$ cat config.mk
export PLATFORM = sky130hd
export DESIGN_NAME = fast_detect_and_monitor_sync
export DESIGN_NICKNAME = d
export VERILOG_FILES = /design/src/hw/fd_pkg.sv /design/src/hw/fast_detect_and_monitor_sync.sv /design/src/hw/fd_dwell_timer.sv
export SDC_FILE = /design/constraint.sdc
export NUM_CORES = 1
export LEC_CHECK = 0
export BUFFER_PORTS_ARGS = -buffer_cell sky130_fd_sc_hd__buf_4
export CAP_MARGIN = 30
export CELL_PAD_IN_SITES_DETAIL_PLACEMENT = 1
export CELL_PAD_IN_SITES_GLOBAL_PLACEMENT = 2
export CORE_MARGIN = 5
export CORE_UTILIZATION = 30
export DETAILED_ROUTE_END_ITERATION = 8
export PLACE_DENSITY = 0.82
export SLEW_MARGIN = 20
export SYNTH_ARGS = -nofsm -noshare
export SYNTH_HDL_FRONTEND = slang
export SYNTH_SLANG_ARGS = --single-unit
$ cat constraint.sdc
create_clock -name sys_clk_in -period 2.3 [get_ports sys_clk_in]
set_input_delay 0.46 -clock sys_clk_in [delete_from_list [all_inputs] [get_ports sys_clk_in]]
set_output_delay 0.46 -clock sys_clk_in [all_outputs]
set_load 0.05 [all_outputs]
$ cat src/hw/fd_pkg.sv
// Package: register offsets, field positions, reset values, carrier types
// Assumes byte-wide register port with 10-bit address
package fd_pkg;
  localparam int          ADDR_W          = 10;
  localparam int          DATA_W          = 8;
  localparam int          THR_W           = 13;
  localparam int          DWELL_W         = 16;
  localparam logic [9:0]  OFF_FD_CTRL     = 10'h245;
  localparam logic [9:0]  OFF_UP_LOW      = 10'h247;
  localparam logic [9:0]  OFF_UP_HIGH     = 10'h248;
  localparam logic [9:0]  OFF_LO_LOW      = 10'h249;
  localparam logic [9:0]  OFF_LO_HIGH     = 10'h24A;
  localparam logic [9:0]  OFF_DW_LOW      = 10'h24B;
  localparam logic [9:0]  OFF_DW_HIGH     = 10'h24C;
  localparam logic [9:0]  OFF_SYNC_CTRL   = 10'h26F;
  localparam logic [9:0]  OFF_IRQ_STATUS  = 10'h2F0;
  localparam logic [9:0]  OFF_IRQ_MASK    = 10'h2F1;
  localparam int          BIT_FD_EN       = 0;
  localparam int          BIT_FORCE_VAL   = 2;
  localparam int          BIT_FORCE       = 3;
  localparam int          BIT_SYNC_EN     = 0;
  localparam int          BIT_SYNC_ONCE   = 1;
  localparam int          IRQ_RISE        = 0;
  localparam int          IRQ_FALL        = 1;
  localparam int          IRQ_SYNC        = 2;
  localparam logic [7:0]  RST_BYTE        = 8'h00;
  localparam logic [15:0] RST_DWELL       = 16'h0000;

  typedef struct packed {
    logic [ADDR_W-1:0] addr;
    logic [DATA_W-1:0] wdata;
    logic              wr;
    logic              rd;
  } reg_req_s;

  typedef enum logic [1:0] {SYNC_IDLE, SYNC_ARMED, SYNC_DONE} sync_state_e;
endpackage
$ cat src/hw/fast_detect_and_monitor_sync.sv
// Fast detect threshold/dwell logic and signal monitor sync control
// Assumes samples and sync reference edges synchronous to sys_clk_in
`timescale 1ns/1ps
module fast_detect_and_monitor_sync
  import fd_pkg::*;
#(
  parameter int MAG_W = THR_W
) (
  input  wire logic              sys_clk_in,
  input  wire logic              rst_in,
  input  wire logic [ADDR_W-1:0] reg_addr_in,
  input  wire logic [DATA_W-1:0] reg_wdata_in,
  input  wire logic              reg_wr_in,
  input  wire logic              reg_rd_in,
  output logic      [DATA_W-1:0] reg_rdata_out,
  input  wire logic [MAG_W-1:0]  sample_mag_in,
  input  wire logic              sample_valid_in,
  input  wire logic              sysref_edge_in,
  output logic                   overrange_flag_pin_any_out,
  output logic                   monitor_sync_out,
  output logic                   irq_out
);
  reg_req_s    req;
  logic [7:0]  fd_ctrl_q;
  logic [7:0]  up_low_q;
  logic [4:0]  up_high_q;
  logic [7:0]  lo_low_q;
  logic [4:0]  lo_high_q;
  logic [7:0]  dw_low_q;
  logic [7:0]  dw_high_q;
  logic [1:0]  sync_ctrl_q;
  logic [2:0]  irq_stat_q;
  logic [2:0]  irq_stat_d;
  logic [2:0]  irq_mask_q;
  logic [7:0]  rdata_q;
  logic [7:0]  rdata_d;
  logic        detect_q;
  logic        detect_d;
  logic        sync_pulse_q;
  sync_state_e sync_state_q;
  sync_state_e sync_state_d;

  assign req = '{addr: reg_addr_in, wdata: reg_wdata_in, wr: reg_wr_in, rd: reg_rd_in};

  function automatic logic hit(input logic [ADDR_W-1:0] a, input logic [ADDR_W-1:0] off);
    hit = (a == off);
  endfunction

  function automatic logic [7:0] pad_byte(input logic [4:0] v);
    pad_byte = {3'h0, v};
  endfunction

  // Register write strobes and the status read strobe
  wire wr_fd_ctrl  = req.wr && hit(req.addr, OFF_FD_CTRL);
  wire wr_up_low   = req.wr && hit(req.addr, OFF_UP_LOW);
  wire wr_up_high  = req.wr && hit(req.addr, OFF_UP_HIGH);
  wire wr_lo_low   = req.wr && hit(req.addr, OFF_LO_LOW);
  wire wr_lo_high  = req.wr && hit(req.addr, OFF_LO_HIGH);
  wire wr_dw_low   = req.wr && hit(req.addr, OFF_DW_LOW);
  wire wr_dw_high  = req.wr && hit(req.addr, OFF_DW_HIGH);
  wire wr_sync     = req.wr && hit(req.addr, OFF_SYNC_CTRL);
  wire wr_mask     = req.wr && hit(req.addr, OFF_IRQ_MASK);
  wire rd_stat     = req.rd && hit(req.addr, OFF_IRQ_STATUS);

  // Thresholds and dwell target assembly
  wire [THR_W-1:0]   upper_thr = {up_high_q, up_low_q};
  wire [THR_W-1:0]   lower_thr = {lo_high_q, lo_low_q};
  wire [DWELL_W-1:0] dwell_tgt = {dw_high_q, dw_low_q};

  wire fd_enable   = fd_ctrl_q[BIT_FD_EN];
  wire above_upper = sample_valid_in && (sample_mag_in > upper_thr);
  wire below_lower = sample_valid_in && (sample_mag_in < lower_thr);
  wire not_below   = sample_valid_in && !below_lower;
  wire dwell_done;

  // Dwell counter runs only while detected
  fd_dwell_timer #(
    .W (DWELL_W)
  ) u_dwell (
    .sys_clk_in  (sys_clk_in),
    .rst_in      (rst_in),
    .step_in     (below_lower && detect_q),
    .restart_in  (not_below || !detect_q),
    .target_in   (dwell_tgt),
    .expired_out (dwell_done)
  );

  // Detection state: set above upper, clear after dwell below lower
  always_comb begin
    detect_d = detect_q;
    if (!fd_enable) begin
      detect_d = 1'b0;
    end else if (above_upper) begin
      detect_d = 1'b1;
    end else if (detect_q && below_lower && dwell_done) begin
      detect_d = 1'b0;
    end
  end

  // Pin drive: force overrides comparison, enable gates both
  wire pin_val = fd_ctrl_q[BIT_FORCE] ? fd_ctrl_q[BIT_FORCE_VAL] : detect_q;
  assign overrange_flag_pin_any_out = fd_enable && pin_val;

  // Monitor sync state machine
  wire sync_en   = sync_ctrl_q[BIT_SYNC_EN];
  wire sync_once = sync_ctrl_q[BIT_SYNC_ONCE];
  wire sync_fire = (sync_state_q == SYNC_ARMED) && sync_en && sysref_edge_in;

  always_comb begin
    sync_state_d = sync_state_q;
    case (sync_state_q)
      SYNC_IDLE: begin
        if (sync_en) begin
          sync_state_d = SYNC_ARMED;
        end
      end
      SYNC_ARMED: begin
        if (!sync_en) begin
          sync_state_d = SYNC_IDLE;
        end else if (sysref_edge_in && sync_once) begin
          sync_state_d = SYNC_DONE;
        end
      end
      SYNC_DONE: begin
        if (!sync_en) begin
          sync_state_d = SYNC_IDLE;
        end
      end
      default: sync_state_d = SYNC_IDLE;
    endcase
  end

  // Interrupt events: detect set, detect release, sync fired
  wire once_capture = sync_fire && sync_once;
  wire edge_set     = ~detect_q & detect_d;
  wire edge_clr     = detect_q & ~detect_d;
  wire [2:0] irq_evt = {sync_fire, edge_clr, edge_set};

  // Sticky status, set wins over read clear
  assign irq_stat_d = (rd_stat ? 3'h0 : irq_stat_q) | irq_evt;
  assign irq_out    = |(irq_stat_q & irq_mask_q);

  // Read mux
  always_comb begin
    rdata_d = 8'h00;
    if (hit(req.addr, OFF_FD_CTRL)) begin
      rdata_d = {4'h0, fd_ctrl_q[3:2], 1'b0, fd_ctrl_q[0]};
    end else if (hit(req.addr, OFF_UP_LOW)) begin
      rdata_d = up_low_q;
    end else if (hit(req.addr, OFF_UP_HIGH)) begin
      rdata_d = pad_byte(up_high_q);
    end else if (hit(req.addr, OFF_LO_LOW)) begin
      rdata_d = lo_low_q;
    end else if (hit(req.addr, OFF_LO_HIGH)) begin
      rdata_d = pad_byte(lo_high_q);
    end else if (hit(req.addr, OFF_DW_LOW)) begin
      rdata_d = dw_low_q;
    end else if (hit(req.addr, OFF_DW_HIGH)) begin
      rdata_d = dw_high_q;
    end else if (hit(req.addr, OFF_SYNC_CTRL)) begin
      rdata_d = {6'h00, sync_ctrl_q};
    end else if (hit(req.addr, OFF_IRQ_STATUS)) begin
      rdata_d = {5'h00, irq_stat_q};
    end else if (hit(req.addr, OFF_IRQ_MASK)) begin
      rdata_d = {5'h00, irq_mask_q};
    end
  end

  // Register bytes, one short block each
  always_ff @(posedge sys_clk_in) begin
    if (rst_in) begin
      fd_ctrl_q <= RST_BYTE;
    end else if (wr_fd_ctrl) begin
      fd_ctrl_q <= req.wdata & 8'h0D;
    end
  end

  always_ff @(posedge sys_clk_in) begin
    if (rst_in) begin
      up_low_q <= RST_BYTE;
    end else if (wr_up_low) begin
      up_low_q <= req.wdata;
    end
  end

  always_ff @(posedge sys_clk_in) begin
    if (rst_in) begin
      up_high_q <= RST_BYTE[4:0];
    end else if (wr_up_high) begin
      up_high_q <= req.wdata[4:0];
    end
  end

  always_ff @(posedge sys_clk_in) begin
    if (rst_in) begin
      lo_low_q <= RST_BYTE;
    end else if (wr_lo_low) begin
      lo_low_q <= req.wdata;
    end
  end

  always_ff @(posedge sys_clk_in) begin
    if (rst_in) begin
      lo_high_q <= RST_BYTE[4:0];
    end else if (wr_lo_high) begin
      lo_high_q <= req.wdata[4:0];
    end
  end

  always_ff @(posedge sys_clk_in) begin
    if (rst_in) begin
      dw_low_q <= RST_DWELL[7:0];
    end else if (wr_dw_low) begin
      dw_low_q <= req.wdata;
    end
  end

  always_ff @(posedge sys_clk_in) begin
    if (rst_in) begin
      dw_high_q <= RST_DWELL[15:8];
    end else if (wr_dw_high) begin
      dw_high_q <= req.wdata;
    end
  end

  always_ff @(posedge sys_clk_in) begin
    if (rst_in) begin
      irq_mask_q <= RST_BYTE[2:0];
    end else if (wr_mask) begin
      irq_mask_q <= req.wdata[2:0];
    end
  end

  // Sync control: hardware clear of enable wins over write
  always_ff @(posedge sys_clk_in) begin
    if (rst_in) begin
      sync_ctrl_q <= RST_BYTE[1:0];
    end else if (once_capture) begin
      sync_ctrl_q <= {wr_sync ? req.wdata[BIT_SYNC_ONCE] : sync_once, 1'b0};
    end else if (wr_sync) begin
      sync_ctrl_q <= req.wdata[1:0];
    end
  end

  // Pipeline state, one short block each
  always_ff @(posedge sys_clk_in) begin
    if (rst_in) begin
      sync_state_q <= SYNC_IDLE;
    end else begin
      sync_state_q <= sync_state_d;
    end
  end

  always_ff @(posedge sys_clk_in) begin
    if (rst_in) begin
      sync_pulse_q <= 1'b0;
    end else begin
      sync_pulse_q <= sync_fire;
    end
  end

  always_ff @(posedge sys_clk_in) begin
    if (rst_in) begin
      detect_q <= 1'b0;
    end else begin
      detect_q <= detect_d;
    end
  end

  always_ff @(posedge sys_clk_in) begin
    if (rst_in) begin
      irq_stat_q <= 3'h0;
    end else begin
      irq_stat_q <= irq_stat_d;
    end
  end

  wire [7:0] rdata_next = req.rd ? rdata_d : 8'h00;
  always_ff @(posedge sys_clk_in) begin
    if (rst_in) begin
      rdata_q <= 8'h00;
    end else begin
      rdata_q <= rdata_next;
    end
  end

  assign reg_rdata_out    = rdata_q;
  assign monitor_sync_out = sync_pulse_q;
endmodule

$ cat src/hw/fd_dwell_timer.sv
// Dwell counter: counts samples below the lower threshold
// Assumes one sample per clock with sample_valid_in qualifying it
`timescale 1ns/1ps
module fd_dwell_timer
  import fd_pkg::*;
#(
  parameter int W = DWELL_W
) (
  input  wire logic         sys_clk_in,
  input  wire logic         rst_in,
  input  wire logic         step_in,
  input  wire logic         restart_in,
  input  wire logic [W-1:0] target_in,
  output logic              expired_out
);
  logic [W-1:0] cnt_q;
  logic [W-1:0] cnt_d;
  wire          at_target = (cnt_q >= target_in);

  // Reload on restart, count up while low
  assign cnt_d = restart_in ? '0 : ((step_in && !at_target) ? cnt_q + 1'b1 : cnt_q);
  assign expired_out = at_target && !restart_in;

  always_ff @(posedge sys_clk_in) begin
    if (rst_in) begin
      cnt_q <= '0;
    end else begin
      cnt_q <= cnt_d;
    end
  end
endmodule

== Yosys cells after proc, flatten, opt, wreduce, memory -nomap -nowiden ==
Cells that the tools add are included.

* Bits in registers: 81
* Input bits: 37
* Output and inout bits: 11
* Logic and storage cells: 100

* Add/sub/neg operators: 1
* Order comparisons: 3
* Equality and inequality tests: 15
* Muxes and demuxes: 23
* Bitwise logic cells: 7
* Reduce and logical (&&, ||, !) cells: 34

{| class="wikitable"
|+ Operators with widths
! cell !! number
|-
| equality test 10 bit, second input constant || 10
|-
| 2-to-1 mux 8 bit || 6
|-
| logical AND 1 bit || 22
|-
| adder 16 x 1 -> 16 bit, second input constant || 1
|-
| >= comparator 16 bit || 1
|-
| > comparator 13 bit || 1
|-
| less-than comparator 13 bit || 1
|-
| 2-to-1 mux 2 bit || 6
|-
| 2-to-1 mux 3 bit || 4
|-
| case mux 2 bit (3 select lines) || 1
|-
| OR reduction 2 bit || 3
|-
| OR reduction 3 bit || 2
|-
| 2-to-1 mux 1 bit || 5
|-
| logical NOT 1 bit || 4
|-
| 2-to-1 mux 4 bit || 1
|-
| != test 2 bit, second input constant || 2
|-
| AND 3 bit || 1
|-
| != test 3 x 2 -> 1 bit, second input constant || 1
|-
| inverter 1 bit || 3
|-
| bitwise OR 3 bit || 1
|-
| AND reduction 3 bit || 1
|-
| AND 1 bit || 2
|-
| equality test 2 x 1 -> 1 bit, second input constant || 1
|-
| equality test 2 bit, second input constant || 1
|-
| 2 further kinds || 2
|}

== Logic depth before layout (Yosys ltp) ==
* Word-level depth: 14
* Mapped depth: 10
* Depth with buffers taken out: 8

== Hierarchy ==
From an unflattened synthesis, not the netlist that was laid out.

* Cells, all modules: 594
* Area, all modules: 5,007.3 um^2

{| class="wikitable"
|+ Modules (own cells, without submodules)
! module !! instances !! cells an instance !! area each (um^2) !! seq. area each (um^2)
|-
| fast_detect_and_monitor_sync || 1 || 429 || 3,642.2 || 1,301.2
|-
| fd_dwell_timer || 1 || 165 || 1,365.1 || 320.3
|}

== Worst setup path after synthesis ==
Ideal clock, no wire load.

* Path type: input-to-reg
* Start: input port sample_mag_in[8]
* End: register u_dwell.cnt_q[2]
* Setup time: 0.070 ns
* Arrival time: 2.375 ns
* Data required time: 2.230 ns
* Setup slack: -0.145 ns
* Stages: 8
* Path buffers: 1
* Cell sequence: ha_1 -> a211oi_1 -> nand2_1 -> a311o_1 -> a21bo_4 -> buf_6 -> or4_1 -> a21oi_1

* Word-level cells in the longest chain between the ends: 6
* Elaborated cells on any way between the ends: 8
* Those cells by class: order compare: 1; reduce/logical: 7

{| class="wikitable"
|+ RTL lines
! what !! line !! source
|-
| start: declaration || fast_detect_and_monitor_sync.sv:16 || <nowiki>input wire logic [MAG_W-1:0] sample_mag_in,</nowiki>
|-
| less-than comparator 13 bit * || fast_detect_and_monitor_sync.sv:72 || <nowiki>wire below_lower = sample_valid_in && (sample_mag_in < lower_thr);</nowiki>
|-
| logical AND 1 bit * || fast_detect_and_monitor_sync.sv:72 ||
|-
| logical NOT 1 bit || fast_detect_and_monitor_sync.sv:73 || <nowiki>wire not_below = sample_valid_in && !below_lower;</nowiki>
|-
| logical AND 1 bit || fast_detect_and_monitor_sync.sv:73 ||
|-
| logical OR 1 bit || fast_detect_and_monitor_sync.sv:83 || <nowiki>.restart_in (not_below || !detect_q),</nowiki>
|-
| OR reduction 2 bit (no line) || n/a ||
|-
| end signal: assignment || fd_dwell_timer.sv:28 || <nowiki>cnt_q <= cnt_d;</nowiki>
|-
| end: declaration || fd_dwell_timer.sv:16 || <nowiki>logic [W-1:0] cnt_q;</nowiki>
|}

Every way passes the cells marked *; elsewhere a longest branch is shown, timed or not.
A chain may end at the register's enable or synchronous reset.

== Worst setup path in the final report ==
* Start: register dw_low_q[1]
* End: register u_dwell.cnt_q[9]

* Word-level cells in the longest chain between the ends: 3

{| class="wikitable"
|+ RTL lines
! what !! line !! source
|-
| start: declaration || fast_detect_and_monitor_sync.sv:29 || <nowiki>logic [7:0] dw_low_q;</nowiki>
|-
| start signal: assignment || fast_detect_and_monitor_sync.sv:212 || <nowiki>dw_low_q <= RST_DWELL[7:0];</nowiki>
|-
| start signal: assignment || fast_detect_and_monitor_sync.sv:214 || <nowiki>dw_low_q <= req.wdata;</nowiki>
|-
| >= comparator 16 bit || fd_dwell_timer.sv:18 || <nowiki>wire at_target = (cnt_q >= target_in);</nowiki>
|-
| logical NOT 1 bit || fd_dwell_timer.sv:21 || <nowiki>assign cnt_d = restart_in ? '0 : ((step_in && !at_target) ? cnt_q + 1'b1 : cnt_q);</nowiki>
|-
| logical AND 1 bit || fd_dwell_timer.sv:21 ||
|}

Every way passes these cells.

==> out/metrics.yaml <==
status: "complete, but fails checks"
violations: "setup timing"
period_share_pct: 108
cts_root_buffer: "clkbuf_16"
netlist-cell-type-count: 48
min_to: "monitor_sync_out"
setup_slack_ps: -189
synth_top_family_by_area: "simple AND/OR/NAND/NOR gates"
register_area_sq_um: 1640
core-area_sq_um: 15800
n_fill_cell: 1882
vias: 5168
dp_hpwl_mm: 13.2
netlist_area_sq_um: 4790
multiInputGateArea_sq_um: 3220
finalSetupViolCount: 12
ant_nets: 0
drc: 0
grt_max_degree: 48
drt_iter0_markers: 366
critical_path_peak_fanout: 7
clockBufferDepth: 2
die_x_um: 136
drive_above_1_share_pct: 34.1
numCtsBuffers: 9
ir_drop_mv: 0.306
fp.dieH_um: 136
total_power_uw: 3510
maxCapViolations: 0
muxShareOfSynthArea_pct: 3.76
port_buffers: 47
hold_depth: 3
gp_congestion: 0.832
place_ws_ps: -346
wl_per_cell_um: 19.8
cts_tree: "done"
dieArea_sq_um: 18600
cts.sinks: 81
min_from: "sysref_edge_in"
synth_seq_cells: 81
cts_max_level: 3
grt-ovfl-total: 0
fmaxAchievable_ghz: 0.402
crit_path_top_delay_cell: "or4_4"
finalSetupTns_ps: -1330
syn_inst: 603
arrival_ps: 2760
worst_pin_slew_ps: 836
r2r_slack_ps: -190
avgViaCountPerCell: 5.43
r2r-end: "u_dwell.cnt_q[9]"
firstDrtPassIters: 5
leakage_uw: 0.00259
end_kind: "flop"
grt_util_all_layers_pct: 20.0
cp_cell_sequence: "inv_1 -> ha_1 -> a2111oi_4 -> o32a_1 -> nand3_4 -> buf_12 -> or4_4 -> a21oi_2"
yosys.area_share.simple_pct: 24.1
nNetsFinal: 810
insertion_delay_ps: 340
hold_class: "input pin to flop"
skew_ps: 5.44
worstRegToRegCells: 8
syn-num-nets: 682
drt-total-wl_mm: 18.8
num_rows: 46
synth_flop_cell: "dfxtp_1"
rsz0062_at_grt: "true"
finalInstanceArea_sq_um: 6870
timing.rr.start: "dw_low_q[1]"
cp.required_ps: 2570
synth-compound-area-share_pct: 20.4
slew_violations: 0
start_util_pct: 30.3
io_pins: 48
synth_edf_count: 0
synth-adder-area-share_pct: 11.0
fin_crit_ps: 2490
n_antenna_cell: 0
synth_area_per_cell_sq_um: 7.94
synth-xor-area-share_pct: 0
grt_pass1_wl_mm: 29.1
path_class: "flop to flop"
grt_pass1_vias: 5514
cp-start-kind: "flop"
async_reset_ff_share_pct: 0
power.density_nw_per_um2: 512
ys_seq_area_share_pct: 33.9
slew_headroom_pct: 44.2
postPlaceCellArea_sq_um: 5950
path_clk_slew_ps: 70
hold_violations: 0
syn_to_final_growth_pct: 43.5
antenna_found_initial: 1
ys_warn_count: 0
cpPeakStageDelay_ps: 480
## power breakdown
group          switching (uW)  internal, uW
registers               0.285          1400
logic                     171           133
clock network             634          1170
total                     806          2710
## synthesized netlist by cell type (5+ instances only)
cell type | n | share of area (%)
a21oi_1 | 73 | 7.6
nand2_1 | 71 | 5.6
and2_1 | 5 | 0.65
dfxtp_1 | 81 | 34
ha_1 | 42 | 11
nor4_1 | 6 | 0.78
and4_1 | 5 | 0.91
nand4_1 | 5 | 0.65
o211ai_1 | 12 | 1.9
o21ai_0 | 17 | 1.8
clkbuf_1 | 29 | 2.3
nor2_1 | 21 | 1.6
inv_1 | 51 | 4.0
or4_1 | 13 | 2.0
nor3_1 | 5 | 0.52
nand2b_1 | 10 | 1.3
mux2i_1 | 18 | 3.8
o31ai_1 | 11 | 1.7
nand3_1 | 54 | 5.6
a22oi_1 | 11 | 1.7
nor2b_1 | 6 | 0.78
## layout by cell type, fill, tap and decap left out, drive strengths merged, types with 4 or more instances in the layout
| master | Yosys | final |
|---|---|---|
| o31ai | 11 | 11 |
| clkbuf | 29 | 9 |
| nand2b | 10 | 10 |
| or4 | 13 | 13 |
| a222oi | 4 | 4 |
| inv | 51 | 52 |
| nor3 | 5 | 5 |
| buf | 5 | 147 |
| a211oi | 4 | 4 |
| dfxtp | 81 | 81 |
| a22oi | 11 | 11 |
| ha | 42 | 42 |
| and2 | 6 | 6 |
| a21bo | 1 | 4 |
| o211ai | 12 | 12 |
| and4 | 5 | 5 |
| or2 | 4 | 4 |
| o21a | 4 | 4 |
| nand3 | 54 | 54 |
| mux2i | 18 | 18 |
| or3b | 5 | 5 |
| nor2 | 21 | 21 |
| nand2 | 71 | 71 |
| nor2b | 6 | 6 |
| bufinv | 0 | 4 |
| and3 | 4 | 4 |
| nor4 | 7 | 7 |
| nand4 | 5 | 5 |
| o21ai | 17 | 17 |
| a21oi | 73 | 73 |
## routing by layer
metal | vias up | routed length (um) | global-route usage [%]
met2 | 112 | 9740 | 37.2
met4 | 0 | 559 | 7.17
li1 | 2437 | - | -
met5 | - | 0 | 0
met3 | 45 | 655 | 2.44
met1 | 2574 | 7860 | 23.4
## logic make-up after synthesis
family	after synthesis
and+or+nand+nor	222
AOI/OAI and AO/OA	155
buffers and inverters	85
DFF	81
adders and majority gates	42
muxes	18
## how the worst max path moves through the flow
stage	from	endpoint	slack, ps	depth (start not counted)
finish	dw_low_q[1]	u_dwell.cnt_q[9]	-190	8
global route	dw_low_q[5]	u_dwell.cnt_q[9]	-260	10
CTS	dw_low_q[5]	u_dwell.cnt_q[7]	-160	10
detailed placement	sample_mag_in[1]	u_dwell.cnt_q[15]	-350	7
global placement	sample_mag_in[8]	u_dwell.cnt_q[5]	-290	8
floorplan	sample_mag_in[1]	u_dwell.cnt_q[2]	-110	7
## final cells by class
cell class / count / area share (%)
Sequential cell: 81 / 23.9
Tap cell: 216 / 3.94
Multi-Input combinational cell: 440 / 46.9
Timing Repair Buffer: 148 / 17.1
Clock buffer: 9 / 3.28
Inverter: 51 / 2.79
Clock inverter: 7 / 2.06
## stage by stage
stage,hold slack (ps),cells,utilization (%)
finish,398,952,43.5
global route,414,952,43.5
detailed placement,456,919,37.7
floorplan,436,603,-
CTS,395,945,42.2
global placement,445,919,37.7
## worst max-delay path, delay by kind of cell, from the launching register on
family	cells	cell delay, ps
AO/OA/AOI/OAI	3	810
AND/OR/NAND/NOR	2	650
flip-flops	1	370
adder cells (fa/ha/maj)	1	330
buffers and inverters	2	260
## sequential cells by signal, indices dropped and copies added (netlist names)
signal            cells
reg_rdata_out         8
irq_stat_q            3
u_dwell.cnt_q        16
sync_state_q          2
up_low_q              8
up_high_q             5
sync_ctrl_q           2
irq_mask_q            3
detect_q              1
dw_low_q              8
lo_high_q             5
dw_high_q             8
fd_ctrl_q             3
lo_low_q              8
monitor_sync_out      1
## timing repair
item	CTS	global route
hold buffers	0	0
gates resized for setup	53	45
cloned	5	1
setup buffers	5	7
pin swaps	29	25
endpoints found under the setup margin	18	19
(Power assumes the default switching activity.)
